<file path="src/hw/csc_flags_pkg.sv">
// Constants for the socket status-change flag block
`default_nettype none
package csc_flags_pkg;
    // Register offsets within the socket register window
    localparam logic [11:0] OFF_INT_GEN_CTRL = 12'h803;
    localparam logic [11:0] OFF_CSC_FLAGS    = 12'h804;
    localparam logic [11:0] OFF_CSC_CONFIG   = 12'h805;
    localparam logic [11:0] OFF_GLOBAL_CTRL  = 12'h81E;
    // Legacy index space, socket A values; socket B adds the stride
    localparam logic [7:0]  IDX_INT_GEN_CTRL = 8'h03;
    localparam logic [7:0]  IDX_CSC_FLAGS    = 8'h04;
    localparam logic [7:0]  IDX_CSC_CONFIG   = 8'h05;
    localparam logic [7:0]  IDX_GLOBAL_CTRL  = 8'h1E;
    localparam logic [7:0]  IDX_SOCKET_B     = 8'h40;
    // Reset values
    localparam logic [7:0]  RST_INT_GEN_CTRL = 8'h00;
    localparam logic [7:0]  RST_CSC_CONFIG   = 8'h00;
    localparam logic [7:0]  RST_GLOBAL_CTRL  = 8'h00;
    // Field positions
    localparam int BIT_RING_FUNCTION_ENABLE = 7;
    localparam int BIT_SOCKET_CARD_KIND     = 5;
    localparam int BIT_STATUS_IRQ_TO_HOST   = 4;
    localparam int BIT_CLEAR_MODE_W1C       = 2;
    localparam int BIT_CARD_DETECT_CHANGE   = 3;
    localparam int BIT_READY_RISE           = 2;
    localparam int BIT_BATTERY_LOW          = 1;
    localparam int BIT_BATTERY_DEAD         = 0;
    localparam int SEL_LSB                  = 4;
    // Synchroniser depth for card lines
    localparam int SYNC_STAGES              = 2;
endpackage : csc_flags_pkg
`default_nettype wire

</file>
<file path="src/hw/card_status_change_flags.sv">
// Status-change flag logic and its configuration registers for one socket
`default_nettype none
// Operation
// - Flag register bits 7 to 4 always read zero.
// - Bit 3 sets on any change of either card-detect input.
// - Memory card: bit 2 sets on a ready low-to-high transition.
// - I/O card: ready flag bit 2 forced to read zero.
// - Memory card: bit 1 sets on battery-low warning from the card.
// - I/O card: battery-warning flag bit 1 forced to read zero.
// - Memory card: bit 0 shows the status-change line level, battery dead.
// - Ring mode: bit 0 shows present ring-indicate line state.
// - Writable configuration register routes and masks status-change sources.
// - Configuration decoded at base plus 805h, legacy 05h or 45h.
// - Masked source reads zero; enabled active source sets its flag.
// - Flags clear on read or on write-one, chosen by global mode bit.
// - Ring operation only when control register bit 7 is set.
// - Card kind from control bit 5: 0 memory, 1 I/O.
module card_status_change_flags
    import csc_flags_pkg::*;
#(
    parameter bit SOCKET_B = 1'b0
)(
    // Clock and reset
    input  wire logic        i_ref_clk,
    input  wire logic        i_reset,
    // Register access port
    input  wire logic        i_reg_legacy,
    input  wire logic [11:0] i_reg_addr,
    input  wire logic        i_reg_wr,
    input  wire logic        i_reg_rd,
    input  wire logic [7:0]  i_reg_wdata,
    output logic      [7:0]  o_reg_rdata,
    output logic             o_reg_ack,
    // Card lines
    input  wire logic        i_card_detect1_n,
    input  wire logic        i_card_detect2_n,
    input  wire logic        i_ready,
    input  wire logic        i_battery_warn_n,
    input  wire logic        i_stschg_ring_n,
    // Interrupt request and routing
    output logic             o_card_status_change_irq,
    output logic             o_status_irq_to_host_bus,
    output logic      [3:0]  o_irq_select
);

    localparam logic [7:0] IDX_OFS = SOCKET_B ? IDX_SOCKET_B : 8'h00;

    logic [4:0] sync1_q, sync2_q, last_q;
    logic [4:0] sync1_d, sync2_d, last_d;
    logic [7:0] ctrl_q, ctrl_d, cfg_q, cfg_d, glob_q, glob_d;
    logic [3:1] flag_q, flag_d;
    logic [7:0] rdata_q, rdata_d;
    logic       ack_q, ack_d, irq_q, irq_d;
    logic [7:0] status;
    logic       hit_ctrl, hit_flags, hit_cfg, hit_glob;
    logic       io_card, ring_on, level0;
    logic [3:1] set, clr;

    function automatic logic hit(input logic        legacy,
                                 input logic [11:0] addr,
                                 input logic [11:0] off,
                                 input logic [7:0]  idx);
        // Legacy index only spans the low byte, so the upper nibble must be clear
        hit = legacy ? (addr[7:0] == (idx | IDX_OFS)) && (addr[11:8] == 4'h0)
                     : (addr == off);
    endfunction : hit

    // Window and legacy decode
    // Bus signals go in as arguments so each decode follows every bus change
    assign hit_ctrl  = hit(i_reg_legacy, i_reg_addr, OFF_INT_GEN_CTRL, IDX_INT_GEN_CTRL);
    assign hit_flags = hit(i_reg_legacy, i_reg_addr, OFF_CSC_FLAGS, IDX_CSC_FLAGS);
    assign hit_cfg   = hit(i_reg_legacy, i_reg_addr, OFF_CSC_CONFIG, IDX_CSC_CONFIG);
    assign hit_glob  = hit(i_reg_legacy, i_reg_addr, OFF_GLOBAL_CTRL, IDX_GLOBAL_CTRL);

    assign io_card = ctrl_q[BIT_SOCKET_CARD_KIND];
    assign ring_on = ctrl_q[BIT_RING_FUNCTION_ENABLE];
    // Live line level; same pin carries ring in ring mode
    assign level0  = (ring_on || !io_card) && !sync2_q[4];

    always_comb
    begin
        // Only the second stage feeds edge logic, first stage is metastability guard
        // Input synchroniser
        sync1_d = {i_stschg_ring_n, i_battery_warn_n, i_ready, i_card_detect2_n,
                   i_card_detect1_n};
        sync2_d = sync1_q;
        last_d  = sync2_q;
    end

    always_comb
    begin
        status = 8'h00;
        // Card detect change, masked sources read zero
        status[BIT_CARD_DETECT_CHANGE] = flag_q[3] && cfg_q[BIT_CARD_DETECT_CHANGE];
        // I/O card forces bits 2 and 1 to zero
        status[BIT_READY_RISE]  = flag_q[2] && cfg_q[BIT_READY_RISE] && !io_card;
        status[BIT_BATTERY_LOW] = flag_q[1] && cfg_q[BIT_BATTERY_LOW] && !io_card;
        // Bit 0 is a live level, not latched
        status[BIT_BATTERY_DEAD] = level0 && cfg_q[BIT_BATTERY_DEAD];
    end

    always_comb
    begin
        set[3] = (sync2_q[0] != last_q[0]) || (sync2_q[1] != last_q[1]);
        // Ready rising edge, memory card only
        set[2] = sync2_q[2] && !last_q[2] && !io_card;
        // Battery warning asserted, memory card only
        set[1] = !sync2_q[3] && !io_card;
        set    = set & cfg_q[3:1];
        clr    = 3'h0;
        if (glob_q[BIT_CLEAR_MODE_W1C])
        begin
            if (i_reg_wr && hit_flags)
            begin
                clr = i_reg_wdata[3:1];
            end
        end
        else if (i_reg_rd && hit_flags)
        begin
            clr = 3'h7;
        end
        // Sticky, and a set in the clear cycle wins
        flag_d = (flag_q & ~clr) | set;
        // Storage cleared while I/O card so a stale flag cannot reappear later
        if (io_card)
        begin
            flag_d[2:1] = 2'h0;
        end
    end

    always_comb
    begin
        ctrl_d  = ctrl_q;
        cfg_d   = cfg_q;
        glob_d  = glob_q;
        rdata_d = rdata_q;
        ack_d   = i_reg_wr || i_reg_rd;
        if (i_reg_wr)
        begin
            if (hit_ctrl)
            begin
                ctrl_d = i_reg_wdata;
            end
            if (hit_cfg)
            begin
                cfg_d = i_reg_wdata;
            end
            if (hit_glob)
            begin
                glob_d = i_reg_wdata;
            end
        end
        if (i_reg_rd)
        begin
            // Unmapped offsets read zero
            rdata_d = hit_ctrl  ? ctrl_q :
                      hit_cfg   ? cfg_q  :
                      hit_glob  ? glob_q :
                      hit_flags ? status : 8'h00;
        end
        // Irq follows visible flags one cycle late
        irq_d = |status[3:1];
    end

    // Card line pipeline
    always_ff @(posedge i_ref_clk or posedge i_reset)
    begin
        if (i_reset)
        begin
            // Idle-high reset so no false detect change follows release
            sync1_q <= 5'h1F;
            sync2_q <= 5'h1F;
            last_q  <= 5'h1F;
        end
        else
        begin
            sync1_q <= sync1_d;
            sync2_q <= sync2_d;
            last_q  <= last_d;
        end
    end

    // Change flags
    always_ff @(posedge i_ref_clk or posedge i_reset)
    begin
        if (i_reset)
        begin
            flag_q <= 3'h0;
        end
        else
        begin
            flag_q <= flag_d;
        end
    end

    // Registers, read port and request line
    always_ff @(posedge i_ref_clk or posedge i_reset)
    begin
        if (i_reset)
        begin
            ctrl_q  <= RST_INT_GEN_CTRL;
            cfg_q   <= RST_CSC_CONFIG;
            glob_q  <= RST_GLOBAL_CTRL;
            rdata_q <= 8'h00;
            ack_q   <= 1'h0;
            irq_q   <= 1'h0;
        end
        else
        begin
            ctrl_q  <= ctrl_d;
            cfg_q   <= cfg_d;
            glob_q  <= glob_d;
            rdata_q <= rdata_d;
            ack_q   <= ack_d;
            irq_q   <= irq_d;
        end
    end

    assign o_reg_rdata              = rdata_q;
    assign o_reg_ack                = ack_q;
    assign o_card_status_change_irq = irq_q;
    assign o_status_irq_to_host_bus = ctrl_q[BIT_STATUS_IRQ_TO_HOST];
    assign o_irq_select             = cfg_q[7:SEL_LSB];

endmodule : card_status_change_flags
`default_nettype wire

</file>
<file path="config.mk">
export PLATFORM = sky130hd
export DESIGN_NAME = card_status_change_flags
export DESIGN_NICKNAME = d
export VERILOG_FILES = /design/src/hw/csc_flags_pkg.sv /design/src/hw/card_status_change_flags.sv
export SDC_FILE = /design/constraint.sdc
export NUM_CORES = 1
export LEC_CHECK = 0
export ABC_AREA = 1
export BUFFER_PORTS_ARGS = -buffer_cell sky130_fd_sc_hd__buf_2
export CORE_MARGIN = 2
export CORE_UTILIZATION = 54
export DETAILED_ROUTE_END_ITERATION = 7
export GPL_ROUTABILITY_DRIVEN = 0
export PLACE_DENSITY = 0.8
export SKIP_CTS_REPAIR_TIMING = 1
export SLEW_MARGIN = 10
export SYNTH_ARGS = -nofsm -noshare
export SYNTH_HDL_FRONTEND = slang
export SYNTH_SLANG_ARGS = --single-unit
</file>
<file path="constraint.sdc">
create_clock -name i_ref_clk -period 2 [get_ports i_ref_clk]
set_clock_uncertainty 0.1 [all_clocks]
set_input_delay 0.4 -clock i_ref_clk [delete_from_list [all_inputs] [get_ports i_ref_clk]]
set_output_delay 0.4 -clock i_ref_clk [all_outputs]
set_load 0.05 [all_outputs]
</file>
* After elaboration in Yosys (flattened, before gate mapping)
Cells that the tools add are included.
Storage, ports and cells: memories kept 0, flip-flop bits (word level) 50, bits in writable memories 0, memory bits (read-only) 0, latch bits 0
Operators by class: shift-type cells 0, equal/unequal tests 10, magnitude comparators 0, bitwise gates (word level) 4, add/subtract/negate cells 0, $mul 0, muxes and demuxes 12, reduce and logical (&&, ||, !) cells 28, divide/modulo/power cells 0
Operators with widths (count):
- $eq 12x12->1 const B | 4
- $mux 8 | 3
- $eq 8x3->1 const B | 2
- $logic_and 1x1->1 | 16
- $mux 3 | 3
- $eq 8x2->1 const B | 1
- $eq 8x5->1 const B | 1
- $and 3x3->3 | 2
- $reduce_and 2->1 | 3
- $logic_not 1->1 | 4
- $logic_not 4->1 | 1
- $mux 1 | 4
- $mux 4 | 1
- $logic_or 1x1->1 | 3
- $not 3->3 | 1
- $or 3x3->3 | 1
- $reduce_or 3->1 | 1
- $mux 2 | 1
- $ne 1x1->1 | 2

* Logic depth before layout (Yosys ltp)
Gate-level depths: netlist (run 1).
depth in word-level cells 10, mapped depth 11

* Least setup slack after synthesis (run 1)
OpenSTA, ideal clock, no wires.
kind in2reg, from input i_reg_addr[9], to register rdata_q[7] (netlist: o_reg_rdata[7]), slack 0.494 ns, cell stages on the path 9, arrival 1.289 ns, setup time 0.118 ns, data required time 1.782 ns, path through nor2_2 > nand2_2 > nor2_8 > nand4_4 > buf_6 > nor2_1 > nor2_1 > nand2_1 > nand2_1
On the way: word-level cells in the longest chain between the ends 6, elaborated cells between the ends (all ways) 13, classes of those cells eq/ne (3); mux (6); reduce/logical (4)
RTL lines:
- start, declared | RTL line card_status_change_flags.sv:28 | input wire logic [11:0] i_reg_addr,
- branches (longest 5 deep; another with $eq 12x12->1)
- $mux 8 (*) | RTL line card_status_change_flags.sv:156 | rdata_d = hit_ctrl ? ctrl_q :
- end signal, assigned | RTL line card_status_change_flags.sv:213 | rdata_q <= rdata_d;
- end, declared | RTL line card_status_change_flags.sv:52 | logic [7:0] rdata_q, rdata_d;
Every way passes the cells marked *. A chain may end at the register's enable or synchronous reset.

* Final worst setup path (run 1)
from input i_reg_addr[7], to register ctrl_q[5]
On the way: word-level cells in the longest chain between the ends 4, elaborated cells between the ends (all ways) 5, classes of those cells eq/ne (2); mux (1); reduce/logical (2)
RTL lines:
- $eq 8x2->1 | RTL line card_status_change_flags.sv:64 | hit = legacy ? (addr[7:0] == (idx | IDX_OFS)) && (addr[11:8] == 4'h0)
- $logic_and 1x1->1 | RTL line card_status_change_flags.sv:64
- $mux 1 (*) | RTL line card_status_change_flags.sv:64
- $reduce_and 2->1 (no line) (*)
- end signal, assigned | RTL line card_status_change_flags.sv:210 | ctrl_q <= ctrl_d;
- end, declared | RTL line card_status_change_flags.sv:50 | logic [7:0] ctrl_q, ctrl_d, cfg_q, cfg_d, glob_q, glob_d;
Every way passes the cells marked *; elsewhere a longest branch is shown, timed or not.

==> results of run 1 <==
[cells in the mapped netlist]
master / n / area share, %
sky130_fd_sc_hd__o21ai_1: 31 / 6.7
sky130_fd_sc_hd__xor2_1: 2 / 0.75
sky130_fd_sc_hd__a21oi_1: 2 / 0.43
sky130_fd_sc_hd__inv_2: 3 / 0.48
sky130_fd_sc_hd__nand3_4: 2 / 1.5
sky130_fd_sc_hd__nand4_4: 1 / 0.91
sky130_fd_sc_hd__nand2_2: 2 / 0.54
sky130_fd_sc_hd__nor2_2: 2 / 0.54
sky130_fd_sc_hd__o31ai_1: 1 / 0.32
sky130_fd_sc_hd__nand4_1: 5 / 1.3
sky130_fd_sc_hd__nor2_4: 1 / 0.48
sky130_fd_sc_hd__buf_6: 4 / 1.9
sky130_fd_sc_hd__clkbuf_1: 1 / 0.16
sky130_fd_sc_hd__a21oi_2: 2 / 0.75
sky130_fd_sc_hd__nand2_1: 70 / 11
sky130_fd_sc_hd__dfrtp_1: 37 / 40
sky130_fd_sc_hd__nand3_1: 9 / 1.9
sky130_fd_sc_hd__o21ai_2: 3 / 1.1
sky130_fd_sc_hd__inv_1: 27 / 4.3
sky130_fd_sc_hd__nor2_1: 30 / 4.8
sky130_fd_sc_hd__dfstp_2: 13 / 15
sky130_fd_sc_hd__o211ai_1: 2 / 0.64
sky130_fd_sc_hd__o21ai_0: 3 / 0.64
sky130_fd_sc_hd__o21a_1: 1 / 0.32
sky130_fd_sc_hd__buf_4: 5 / 1.6
sky130_fd_sc_hd__nor2_8: 2 / 1.7
sky130_fd_sc_hd__nand3_2: 1 / 0.43
[cell families (layout without fill, tap and decap cells)]
group,Yosys count,after routing,share of synthesized area (%)
buf+inv,40,85,8.53
compound gates,45,45,10.9
xor+xnor,2,2,0.751
simple gates,125,125,25.5
flops,50,50,54.3
[power by group]
group	switching, W	leakage, nW	internal [W]
combinational	0.0000843	0.744	0.0000411
clock	0.000320	0.0579	0.000368
sequential	0.00000753	0.582	0.00104
[sequential cells by signal (all words and copies together), names as in the netlist]
name	cells
cfg_q	8
o_reg_ack	1
last_q	3
o_reg_rdata	8
sync1_q	5
flag_q	3
last_d	5
glob_q	8
o_card_status_change_irq	1
ctrl_q	8
[cell type report]
| class | instances | area (µm²) |
|---|---|---|
| Clock buffer | 5 | 68.8 |
| Clock inverter | 3 | 40.0 |
| Fill cell | 357 | 1430 |
| Inverter | 30 | 113 |
| Multi-Input combinational cell | 172 | 866 |
| Sequential cell | 50 | 1270 |
| Tap cell | 50 | 62.6 |
| Timing Repair Buffer | 47 | 243 |
[per-layer routing]
metal  up-vias  share of wire, %
li1        915                 -
met5         -                 0
met3         8               4.3
met4         0               1.6
met2        43                48
met1       844                46
[through the flow]
step	setup slack [ns]	area (µm²)
6_report	0.458	2660
5_1_grt	0.279	2660
4_1_cts	0.473	2660
3_5_place_dp	0.164	2550
3_3_place_gp	0.206	2550
2_1_floorplan	0.320	2330
[how the worst min path moves through the flow]
stage            endpoint              from  slack, ns
4_1_cts         ctrl_q[3]           i_reset       0.03
2_1_floorplan   last_d[0]        sync1_q[0]       0.25
3_3_place_gp    last_d[4]        sync1_q[4]       0.25
5_1_grt        sync1_q[0]  i_card_detect1_n       0.07
6_report        ctrl_q[1]           i_reset       0.02
3_5_place_dp    last_d[4]        sync1_q[4]       0.25
==> impl_results.rst, run 1 <==
.. list-table::
   :header-rows: 1

   * - Metric
     - Value
   * - Syn avg cell area
     - 8.90 µm²
   * - Category of the worst setup path capture point
     - flip-flop
   * - TritonCTS buffer count
     - 5
   * - Crit. path cell count
     - 8
   * - Met3 usage
     - 4.07%
   * - Min Tclk post-route
     - 1.54 ns
   * - Cell class contributing the biggest share of worst-path delay
     - simple AND/OR/NAND/NOR gates
   * - Max-slew violation count
     - 0
   * - Count of clock tree sinks
     - 50
   * - Number of antenna violations at the first check in global routing
     - 0
   * - PD cells
     - 699 nW/µm²
   * - Upper clock frequency limit
     - 648 MHz
   * - Capture point of the worst path
     - ctrl_q[5]
   * - # placed instances
     - 349
   * - Worst setup path startpoint
     - i_reg_addr[7]
   * - Width of the chip
     - 69.7 µm
   * - Setup repair after global routing missed its margin
     - false
   * - Met1 Use GR
     - 27.3%
   * - Post-detailed-route count of antenna-violating nets
     - 0
   * - Most used routing layer
     - met2
   * - Setup total negative slack
     - 0 ns
   * - Synth Cell Area
     - 2330 µm²
   * - Arrival time at the worst endpoint
     - 1.68 ns
   * - Total power of the final layout
     - 0.00186 W
   * - Slew HR
     - 65.2%
   * - Yosys reg bits
     - 50
   * - Wire length of the first global-routing pass
     - 8180 µm
   * - R2R cell count
     - 7
   * - Number of top-level design ports
     - 45
   * - Class of the worst hold path
     - primary input to asynchronous set/reset pin
   * - Unique masters post-synth
     - 27
   * - Critical Path Max Stage Delay
     - 0.32 ns
   * - Highest-count cells in the layout ignoring fill and taps
     - sky130_fd_sc_hd__nand2_1, sky130_fd_sc_hd__buf_2, sky130_fd_sc_hd__dfrtp_1
   * - Die outline area
     - 4860 µm²
   * - Maximum fanout encountered on the critical timing path
     - 23
   * - Worst path bufs/invs
     - 2
   * - Synthesized Nets
     - 292
   * - Critical Path Source Type
     - primary input
   * - Reg-to-reg slack, setup
     - 0.78 ns
   * - Status
     - completed
   * - Most common cell after layout, fill and taps aside
     - sky130_fd_sc_hd__nand2_1
   * - Leakage power
     - 1.38 nW
   * - Total number of yosys warnings
     - 0
   * - Fraction of layout instances using a drive strength above 1
     - 28.7%
   * - Req. time, crit path
     - 2.13 ns
   * - Drt pass-1 iters
     - 4
   * - CTS tree
     - done
   * - Vertical die dimension
     - 69.7 µm
   * - Hold slack final
     - 0.0207 ns
   * - Final Setup Violations
     - 0
   * - Clock slew seen by the registers of the worst setup and hold paths
     - 0.09 ns
   * - Final core utilization
     - 65.1%
   * - Worst vdd rail ir drop
     - 0.000738 V
   * - Beginning of the worst register-to-register path
     - ctrl_q[5]
   * - Maximum number of pins on one net before global-route repair
     - 28
   * - Final nets
     - 336
   * - Post-synthesis sequential area ratio
     - 54.3%
   * - Post-DP HPWL
     - 3350 µm
   * - Number of antenna cells inserted
     - 0
   * - Area growth syn-to-layout
     - 14.1%
   * - Remaining design rule violation count
     - 0
   * - Count of standard-cell rows
     - 23
   * - Slew of the pin with the lowest slew margin
     - 0.521 ns
   * - Core area
     - 4090 µm²
   * - Cells after synthesis
     - 262
   * - Total vias in the final route
     - 1810
   * - Met2 capacity usage during global routing
     - 35.6%
   * - Final Hold Vio Count
     - 0
   * - H-tree lvl count
     - 2
   * - CP max-delay cell
     - sky130_fd_sc_hd__nor2_4
   * - Routed via count divided by cell count
     - 5.07
   * - Congestion Overflow GR
     - 0
   * - Clock latency reported for the late side of the worst-skew pair
     - 0.30 ns
   * - Max Root-Sink Buffers
     - 2
   * - Startpoint-to-endpoint class of the critical path
     - primary input to flip-flop
   * - Non-Filler Instances
     - 357
   * - # Max-Cap Violations
     - 0
   * - Initial DRC count
     - 131
   * - Wire length reported by the detailed router
     - 4500 µm
   * - Clock Root Buffer
     - sky130_fd_sc_hd__clkbuf_8
   * - Effective utilization at floorplan
     - 57.1%
   * - Overall fraction of global-route tracks in use
     - 21.2%
   * - Portion of the clock cycle consumed by the worst path in the final layout
     - 77.1%
   * - Library cell appearing most often on the critical path
     - sky130_fd_sc_hd__nand2_1
   * - WL per Instance
     - 12.6 µm
   * - Vias in the first global route
     - 1808
   * - Ordered list of cells on the worst path
     - buf_2, nor2_1, nand2_1, inv_2, nand4_4, nor2_4, nand2_1, o21ai_0
   * - Count of port buffers added during placement
     - 44
   * - Endpoint of the lowest-slack register-to-register path
     - o_reg_rdata[0]
Power figures use the tool's default switching activity.
==> inputs of run 2 (changes only) <==
--- a/config.mk
+++ b/config.mk
@@ -5,13 +5,13 @@
 export SDC_FILE = /design/constraint.sdc
 export NUM_CORES = 1
 export LEC_CHECK = 0
-export ABC_AREA = 1
+export ABC_AREA = 0
 export BUFFER_PORTS_ARGS = -buffer_cell sky130_fd_sc_hd__buf_2
 export CORE_MARGIN = 2
-export CORE_UTILIZATION = 54
+export CORE_UTILIZATION = 48
 export DETAILED_ROUTE_END_ITERATION = 7
 export GPL_ROUTABILITY_DRIVEN = 0
-export PLACE_DENSITY = 0.8
+export PLACE_DENSITY = 0.76
 export SKIP_CTS_REPAIR_TIMING = 1
 export SLEW_MARGIN = 10
 export SYNTH_ARGS = -nofsm -noshare
==> constraint.sdc (replaced) <==
create_clock -name i_ref_clk -period 1.4 [get_ports i_ref_clk]
set_clock_uncertainty 0.1 [all_clocks]
set_input_delay 0.28 -clock i_ref_clk [delete_from_list [all_inputs] [get_ports i_ref_clk]]
set_output_delay 0.28 -clock i_ref_clk [all_outputs]
set_load 0.05 [all_outputs]
==> run 2 against run 1 <==
  * The run now ends with negative setup slack left
  * Clock-buffer cell count unchanged
  * Synthesized cell count decreased by 34%
  * Hold slack improved by 0.11 ns
  * Die area increased by 2.7%
  * Clock power increased by 31%
  * Final cell count decreased by 16%
  * Synthesized area decreased by 8.6%
  * Wire length increased by 10%
  * Sequential share of layout area decreased by 3.7 points
  * Largest cell class unchanged
==> impl_results.rst, run 2 <==
.. list-table::
   :header-rows: 1

   * - Metric
     - Value
   * - Main synth FF type
     - sky130_fd_sc_hd__dfrtp_1
   * - Post-detailed-route count of antenna-violating nets
     - 0 (unchanged)
   * - Count of port buffers added during placement
     - 44 (unchanged)
   * - XOR/XNOR Fraction of Synth Area
     - 1.23% (+0.48 points)
   * - Layout filler cell count
     - 340 (-4.8%)
   * - Final nets
     - 277 (-18%)
   * - Req. time, crit path
     - 1.50 ns (-0.63 ns)
   * - PD cells
     - 917 nW/µm² (+31%)
   * - Total vias in the final route
     - 1625 (-10%)
   * - Post-synthesis sequential area ratio
     - 59.4% (+5.1 points)
   * - Worst path bufs/invs
     - 2 (unchanged)
   * - Final core utilization
     - 66.6% (+1.5 points)
   * - CP max-delay cell
     - sky130_fd_sc_hd__or4_4
   * - Library cell appearing most often on the critical path
     - sky130_fd_sc_hd__buf_6
   * - Vertical die dimension
     - 70.6 µm (+1.3%)
   * - Maximum number of pins on one net before global-route repair
     - 26 (-7.1%)
   * - Worst vdd rail ir drop
     - 0.000813 V (+10%)
   * - Max Root-Sink Buffers
     - 2 (unchanged)
   * - Post-DP HPWL
     - 3300 µm (-1.4%)
   * - Routed via count divided by cell count
     - 5.42 (+6.8%)
   * - Count of clock tree sinks
     - 50 (unchanged)
   * - Drt pass-1 iters
     - 4 (unchanged)
   * - Highest-count cells in the layout ignoring fill and taps
     - sky130_fd_sc_hd__buf_2, sky130_fd_sc_hd__dfrtp_1, sky130_fd_sc_hd__mux2_2
   * - Count of flip-flops with a built-in enable after synthesis
     - 0 (unchanged)
   * - Critical Path Source Type
     - primary input
   * - Synth Area in Compound Gates
     - 11.0% (+0.084 points)
   * - Adder and majority cell fraction of the synthesized area
     - 0% (unchanged)
   * - Synth Cell Area
     - 2130 µm² (-8.6%)
   * - Leakage power
     - 1.36 nW (-2.1%)
   * - Portion of the clock cycle consumed by the worst path in the final layout
     - 132%
   * - Post-synthesis simple-gate area fraction
     - 10.7% (-15 points)
   * - Number of top-level design ports
     - 45 (unchanged)
   * - Synthesized Nets
     - 202 (-31%)
   * - Class of the worst hold path
     - primary input to flip-flop
   * - Area growth syn-to-layout
     - 35.2%
   * - H-tree lvl count
     - 2 (unchanged)
   * - Clock slew seen by the registers of the worst setup and hold paths
     - 0.09 ns (about the same)
   * - Min Tclk post-route
     - 1.84 ns
   * - Unique masters post-synth
     - 30 (+11%)
   * - Setup repair after global routing missed its margin
     - true
   * - Wire length of the first global-routing pass
     - 7810 µm (-4.6%)
   * - Yosys reg bits
     - 50 (unchanged)
   * - Ordered list of cells on the worst path
     - buf_6, or4_4, nor4_4, and4_4, buf_6, mux2_2
   * - Vias in the first global route
     - 1612 (-11%)
   * - Congestion Overflow GR
     - 0 (unchanged)
   * - Minimum setup slack in the final design
     - -0.444 ns (-0.902 ns)
   * - Synth top area share
     - 43.4% (+3.7 points)
   * - Final Setup Violations
     - 35 (+35)
   * - Worst setup timing slack at the placement stage
     - -0.790 ns (-0.954 ns)
   * - Failing checks
     - negative setup slack
   * - Beginning of the worst register-to-register path
     - ctrl_q[5]
   * - Arrival time at the worst endpoint
     - 1.94 ns (+0.26 ns)
   * - Category of the worst setup path capture point
     - flip-flop
   * - Core area
     - 4320 µm² (+5.8%)
   * - Post-detailed-placement cell area
     - 2590 µm² (+1.4%)
   * - Cell class contributing the biggest share of worst-path delay
     - simple AND/OR/NAND/NOR gates
   * - Cells after synthesis
     - 172 (-34%)
   * - Cell types with the highest counts after synthesis
     - sky130_fd_sc_hd__dfrtp_1, sky130_fd_sc_hd__mux2_2, sky130_fd_sc_hd__nor2_1, sky130_fd_sc_hd__dfstp_2, sky130_fd_sc_hd__a21oi_1
   * - Count of standard-cell rows
     - 24 (+4.3%)
   * - # Max-Cap Violations
     - 0 (unchanged)
   * - Number of antenna cells inserted
     - 0 (unchanged)
   * - Fraction of layout instances using a drive strength above 1
     - 54.0% (+25 points)
   * - Effective utilization at floorplan
     - 49.3% (-7.8 points)
   * - Most common cell after layout, fill and taps aside
     - sky130_fd_sc_hd__buf_2
   * - Post-route design area
     - 2880 µm² (+8.3%)
   * - Max-slew violation count
     - 0 (unchanged)
   * - Hold Crit Start
     - i_reg_wdata[6]
   * - TritonCTS buffer count
     - 5 (unchanged)
   * - Status
     - complete, but fails checks
   * - Number of antenna violations at the first check in global routing
     - 0 (unchanged)
   * - Clock Root Buffer
     - sky130_fd_sc_hd__clkbuf_8
   * - Width of the chip
     - 70.6 µm (+1.3%)
   * - Syn avg cell area
     - 12.4 µm² (+39%)
   * - Total number of yosys warnings
     - 0 (unchanged)
   * - Slew of the pin with the lowest slew margin
     - 0.349 ns (-0.172 ns)
   * - Upper clock frequency limit
     - 542 MHz
   * - Die outline area
     - 4990 µm² (+2.7%)
   * - CTS tree
     - done
   * - Overall fraction of global-route tracks in use
     - 20.1% (-1.1 points)
   * - Worst setup path startpoint
     - i_reg_addr[5]
   * - Startpoint-to-endpoint class of the critical path
     - primary input to flip-flop
   * - Remaining design rule violation count
     - 0 (unchanged)
   * - Critical Path Max Stage Delay
     - 0.53 ns (+0.21 ns)
   * - Final Hold Vio Count
     - 0 (unchanged)
   * - Wire length reported by the detailed router
     - 4960 µm (+10%)
   * - Main combinational cell family by area after synthesis
     - multiplexers
   * - Async set or reset register ratio after synthesis
     - 100% (unchanged)
   * - Setup total negative slack
     - -11.56 ns (-11.56 ns)
   * - Top area cells in the synthesized netlist
     - sky130_fd_sc_hd__dfrtp_1, sky130_fd_sc_hd__dfstp_2, sky130_fd_sc_hd__mux2_2, sky130_fd_sc_hd__a21oi_1, sky130_fd_sc_hd__nor2_1
   * - Clock latency reported for the late side of the worst-skew pair
     - 0.31 ns (about the same)
   * - Mux cell area share after synthesis
     - 12.7% (+13 points)
   * - WL per Instance
     - 16.5 µm (+31%)
   * - Initial DRC count
     - 103 (-21%)
   * - Leading area contributor after synthesis
     - sky130_fd_sc_hd__dfrtp_1
   * - Maximum fanout encountered on the critical timing path
     - 5 (-78%)
   * - Most used standard cell by instance count after synthesis
     - sky130_fd_sc_hd__dfrtp_1
   * - Slew HR
     - 76.7% (+11 points)
run 2: changes by cell type in the layout (fill, tap and decap cells not counted), moves of 15 or more:
| cell | before | now |
|---|---|---|
| sky130_fd_sc_hd__buf_4 | 3 | 19 |
| sky130_fd_sc_hd__inv_1 | 26 | 9 |
| sky130_fd_sc_hd__mux2_2 | 0 | 21 |
| sky130_fd_sc_hd__nand2_1 | 70 | 8 |
| sky130_fd_sc_hd__nor2_1 | 30 | 15 |
| sky130_fd_sc_hd__o21ai_1 | 31 | 3 |
run 2: through the flow:
step / total power [W] / instances / hold WS, ns
floorplan: 0.00162 / 172 / 0.184
global placement: 0.00173 / 286 / 0.174
detailed placement: 0.00174 / 286 / 0.181
CTS: 0.00264 / 294 / -0.167
global route: 0.00275 / 300 / 0.132
finish: 0.00264 / 300 / 0.128
run 2: path summary, 6_finish.rpt:
check                                  to  slack (ns)  cells after the start
setup / recovery                 cfg_q[4]       -0.44                      6
hold / removal                  ctrl_q[6]        0.13                      2
setup reg to reg           o_reg_rdata[1]       -0.01                      4
hold reg to reg                 last_d[2]        0.26                      0
max in group asynchronous       last_q[1]        0.31                      4
min in group asynchronous  o_reg_rdata[0]        0.39                      3
run 2: power by group:
group,switching [W],total (W),internal [W]
registers,0.0000164,0.00151,0.00149
logic,0.000125,0.000234,0.000109
clock network,0.000528,0.000903,0.000374
run 2: cell type report:
class,count,area (µm²),share of cell area [%]
timing repair buffer,76,537,18.6
tap,52,65.1,2.26
clock inverter,3,28.8,0.999
sequential,50,1270,44.0
multi-input combinational,104,873,30.3
clock buffer,5,68.8,2.39
inverter,10,41.3,1.43
run 2: per-layer routing:
| layer | vias to the layer above | track usage [%] | wire [µm] |
|---|---|---|---|
| met5 | - | 0 | 0 |
| met4 | 0 | 6.50 | 43 |
| li1 | 757 | - | - |
| met2 | 42 | 31.7 | 2560 |
| met3 | 5 | 5.41 | 219 |
| met1 | 821 | 27.5 | 2130 |
run 2: logic make-up after synthesis:
family | after synthesis
DFF | 50
and+or+nand+nor | 41
AOI/OAI and AO/OA | 36
muxes | 24
buffers and inverters | 18
xor gates and xnor gates | 3
==> inputs of run 3 (changes only) <==
--- a/config.mk
+++ b/config.mk
@@ -7,11 +7,13 @@
 export LEC_CHECK = 0
 export ABC_AREA = 0
 export BUFFER_PORTS_ARGS = -buffer_cell sky130_fd_sc_hd__buf_2
+export CORE_ASPECT_RATIO = 2
 export CORE_MARGIN = 2
 export CORE_UTILIZATION = 48
 export DETAILED_ROUTE_END_ITERATION = 7
 export GPL_ROUTABILITY_DRIVEN = 0
 export PLACE_DENSITY = 0.76
+export REMOVE_ABC_BUFFERS = 1
 export SKIP_CTS_REPAIR_TIMING = 1
 export SLEW_MARGIN = 10
 export SYNTH_ARGS = -nofsm -noshare
==> run 3 against run 2 <==
  * The run still ends with negative setup slack left
  * Non-clock buffer count is 5 lower
  * Hold slack improved by 0.011 ns
  * Design area fell by 2.1%
  * Sequential share of layout area grew 0.94 points
  * Clock-buffer cell count grew 3
  * Final cell count shrank 1.0%
  * Flip-flop and latch count did not move
  * Wire length shrank 1.7%
  * Fmax grew 2.7%
  * Core utilization decreased by 0.97 points
  * Total power is 1.9% higher
  * Clock power grew 7.3%
  * Critical path type unchanged
  * Critical endpoint is now o_reg_rdata[2]
  * Largest cell class unchanged
==> impl_results.rst, run 3 (same netlist as run 2, synthesis figures left out) <==
.. list-table::
   :header-rows: 1

   * - Metric
     - Value
   * - Status
     - complete, but fails checks
   * - Failing checks
     - negative setup slack
   * - Endpoint of the lowest-slack register-to-register path
     - o_reg_rdata[0]
   * - Share of power burned in registers
     - 55.9% (-1.1 points)
   * - Slew HR
     - 74.8% (-1.9 points)
   * - Max Root-Sink Buffers
     - 2 (unchanged)
   * - Remaining design rule violation count
     - 0 (unchanged)
   * - Slew of the pin with the lowest slew margin
     - 0.376 ns (+0.0273 ns)
   * - Category of the worst setup path capture point
     - flip-flop
   * - Highest-count cells in the layout ignoring fill and taps
     - sky130_fd_sc_hd__buf_2, sky130_fd_sc_hd__dfrtp_1, sky130_fd_sc_hd__buf_4
   * - Width of the chip
     - 51.1 µm (-28%)
   * - Wire length of the first global-routing pass
     - 7480 µm (-4.2%)
   * - Startpoint-to-endpoint class of the critical path
     - primary input to flip-flop
   * - Combinational group share of total power
     - 8.2% (-0.7 points)
   * - Arrival time at the worst endpoint
     - 1.92 ns (-0.02 ns)
   * - Post-route design area
     - 2820 µm² (-2.1%)
   * - Total power of the final layout
     - 0.00269 W (+1.9%)
   * - CTS tree
     - done
   * - Core area
     - 4300 µm² (-0.64%)
   * - Class of the worst hold path
     - primary input to flip-flop
   * - Beginning of the worst register-to-register path
     - ctrl_q[7]
   * - Final Setup Violations
     - 35 (unchanged)
   * - Post-detailed-placement cell area
     - 2520 µm² (-2.5%)
   * - Fraction of layout instances using a drive strength above 1
     - 51.9% (-2.2 points)
   * - Count of port buffers added during placement
     - 44 (unchanged)
   * - PD cells
     - 954 nW/µm² (+4.1%)
   * - Die outline area
     - 5020 µm² (+0.65%)
   * - Clock latency reported for the late side of the worst-skew pair
     - 0.30 ns (about the same)
   * - Switching power share of the total
     - 22.1% (-3.3 points)
   * - Post-DP HPWL
     - 3550 µm (+7.6%)
   * - Overall fraction of global-route tracks in use
     - 20.4% (+0.28 points)
   * - Max-slew violation count
     - 0 (unchanged)
   * - Portion of the clock cycle consumed by the worst path in the final layout
     - 128% (-3.4 points)
   * - Leakage power
     - 1.32 nW (-2.4%)
   * - Req. time, crit path
     - 1.52 ns (+0.02 ns)
   * - TritonCTS buffer count
     - 5 (unchanged)
   * - Worst vdd rail ir drop
     - 0.000855 V (+5.1%)
   * - Setup total negative slack
     - -11.09 ns (+0.472 ns)
   * - WL per Instance
     - 16.4 µm (-0.70%)
   * - Endpoint with the worst hold slack
     - cfg_q[0]
   * - Post-detailed-route count of antenna-violating nets
     - 0 (unchanged)
   * - Minimum setup slack in the final design
     - -0.397 ns (+0.0476 ns)
   * - Upper clock frequency limit
     - 557 MHz (+2.7%)
   * - Final nets
     - 272 (-1.8%)
   * - Routed via count divided by cell count
     - 5.29 (-2.3%)
   * - Hold Crit Start
     - i_reg_wdata[0]
   * - Hold slack final
     - 0.139 ns (+0.0112 ns)
   * - Vertical die dimension
     - 98.3 µm (+39%)
   * - Number of cells traversed by the worst hold path
     - 2 (unchanged)
   * - Vias in the first global route
     - 1599 (-0.81%)
   * - Total vias in the final route
     - 1572 (-3.3%)
   * - Most common cell after layout, fill and taps aside
     - sky130_fd_sc_hd__buf_2
   * - H-tree lvl count
     - 2 (unchanged)
   * - Worst setup timing slack at the placement stage
     - -0.776 ns (+0.0141 ns)
   * - Critical Path Source Type
     - primary input
   * - Count of clock tree sinks
     - 50 (unchanged)
   * - Clock power share
     - 36.0% (+1.8 points)
   * - Maximum fanout encountered on the critical timing path
     - 8 (+3)
   * - Clock slew seen by the registers of the worst setup and hold paths
     - 0.09 ns (about the same)
   * - Final Hold Vio Count
     - 0 (unchanged)
   * - R2R cell count
     - 5 (+1)
   * - Number of top-level design ports
     - 45 (unchanged)
   * - Number of antenna violations at the first check in global routing
     - 0 (unchanged)
   * - Initial DRC count
     - 49 (-52%)
   * - Clock Root Buffer
     - sky130_fd_sc_hd__clkbuf_8
   * - Congestion Overflow GR
     - 0 (unchanged)
   * - Number of antenna cells inserted
     - 0 (unchanged)
   * - Setup repair after global routing missed its margin
     - true
   * - Reg-to-reg slack, setup
     - 0 ns (about the same)
   * - # Max-Cap Violations
     - 0 (unchanged)
   * - Area growth syn-to-layout
     - 32.3%
   * - Drt pass-1 iters
     - 4 (unchanged)
   * - Total internal power
     - 0.00210 W (+6.4%)
   * - Wire length reported by the detailed router
     - 4880 µm (-1.7%)
   * - Count of standard-cell rows
     - 34 (+42%)
   * - Effective utilization at floorplan
     - 49.6% (+0.32 points)
   * - Maximum number of pins on one net before global-route repair
     - 51 (+96%)
   * - Min Tclk post-route
     - 1.80 ns (-0.0476 ns)
   * - Switch Pwr
     - 0.000594 W (-11%)
[run 3: per-layer routing]
layer | part of all wire (%) | global-route usage (%) | wire length, µm | vias up
li1 | - | - | - | 740
met1 | 37 | 22.2 | 1830 | 781
met2 | 56 | 36.0 | 2740 | 39
met4 | 3.2 | 11.2 | 156 | 0
met5 | 0 | 0 | 0 | -
met3 | 3.2 | 3.36 | 154 | 12
[run 3: power groups by stage]
stage           logic, W  clock network (W)  registers, W
3_3_place_gp    0.000192                  0       0.00153
5_1_grt         0.000238            0.00105       0.00151
4_1_cts         0.000196           0.000987       0.00150
6_report        0.000220           0.000969       0.00150
3_5_place_dp    0.000196                  0       0.00153
2_1_floorplan  0.0000706                  0       0.00154
[run 3: how the worst max path moves through the flow]
stage / start / to / slack, ns / depth (start not counted)
floorplan: i_reg_addr[5] / cfg_q[0] / -0.72 / 4
global placement: i_reg_addr[5] / o_reg_rdata[0] / -0.74 / 7
detailed placement: i_reg_addr[5] / o_reg_rdata[2] / -0.78 / 7
CTS: i_reg_addr[5] / o_reg_rdata[2] / -0.46 / 7
global route: i_reg_addr[5] / o_reg_rdata[2] / -0.46 / 7
finish: i_reg_addr[5] / o_reg_rdata[2] / -0.40 / 7
[run 3: stage by stage]
| step | instances | utilization (%) |
|---|---|---|
| 3_3_place_gp | 283 | 58.7 |
| 4_1_cts | 291 | 61.3 |
| 2_1_floorplan | 164 | - |
| 6_report | 297 | 65.7 |
| 5_1_grt | 297 | 65.7 |
| 3_5_place_dp | 283 | 58.7 |
[run 3: final cells by class]
| cell class | instances | area, µm² |
|---|---|---|
| repair buffers | 71 | 464 |
| flip-flops and latches | 50 | 1270 |
| inverters | 10 | 37.5 |
| well taps | 54 | 67.6 |
| clock buffers | 8 | 111 |
| multi-input cells | 104 | 873 |
| fillers | 331 | 1480 |
[run 3: worst max-delay path: stages]
cell	delay, ns
sky130_fd_sc_hd__buf_6	0.09
sky130_fd_sc_hd__or4_4	0.53
sky130_fd_sc_hd__nor4_4	0.27
sky130_fd_sc_hd__buf_4	0.23
sky130_fd_sc_hd__nand2_4	0.13
sky130_fd_sc_hd__a311o_2	0.32
sky130_fd_sc_hd__o21ai_0	0.07
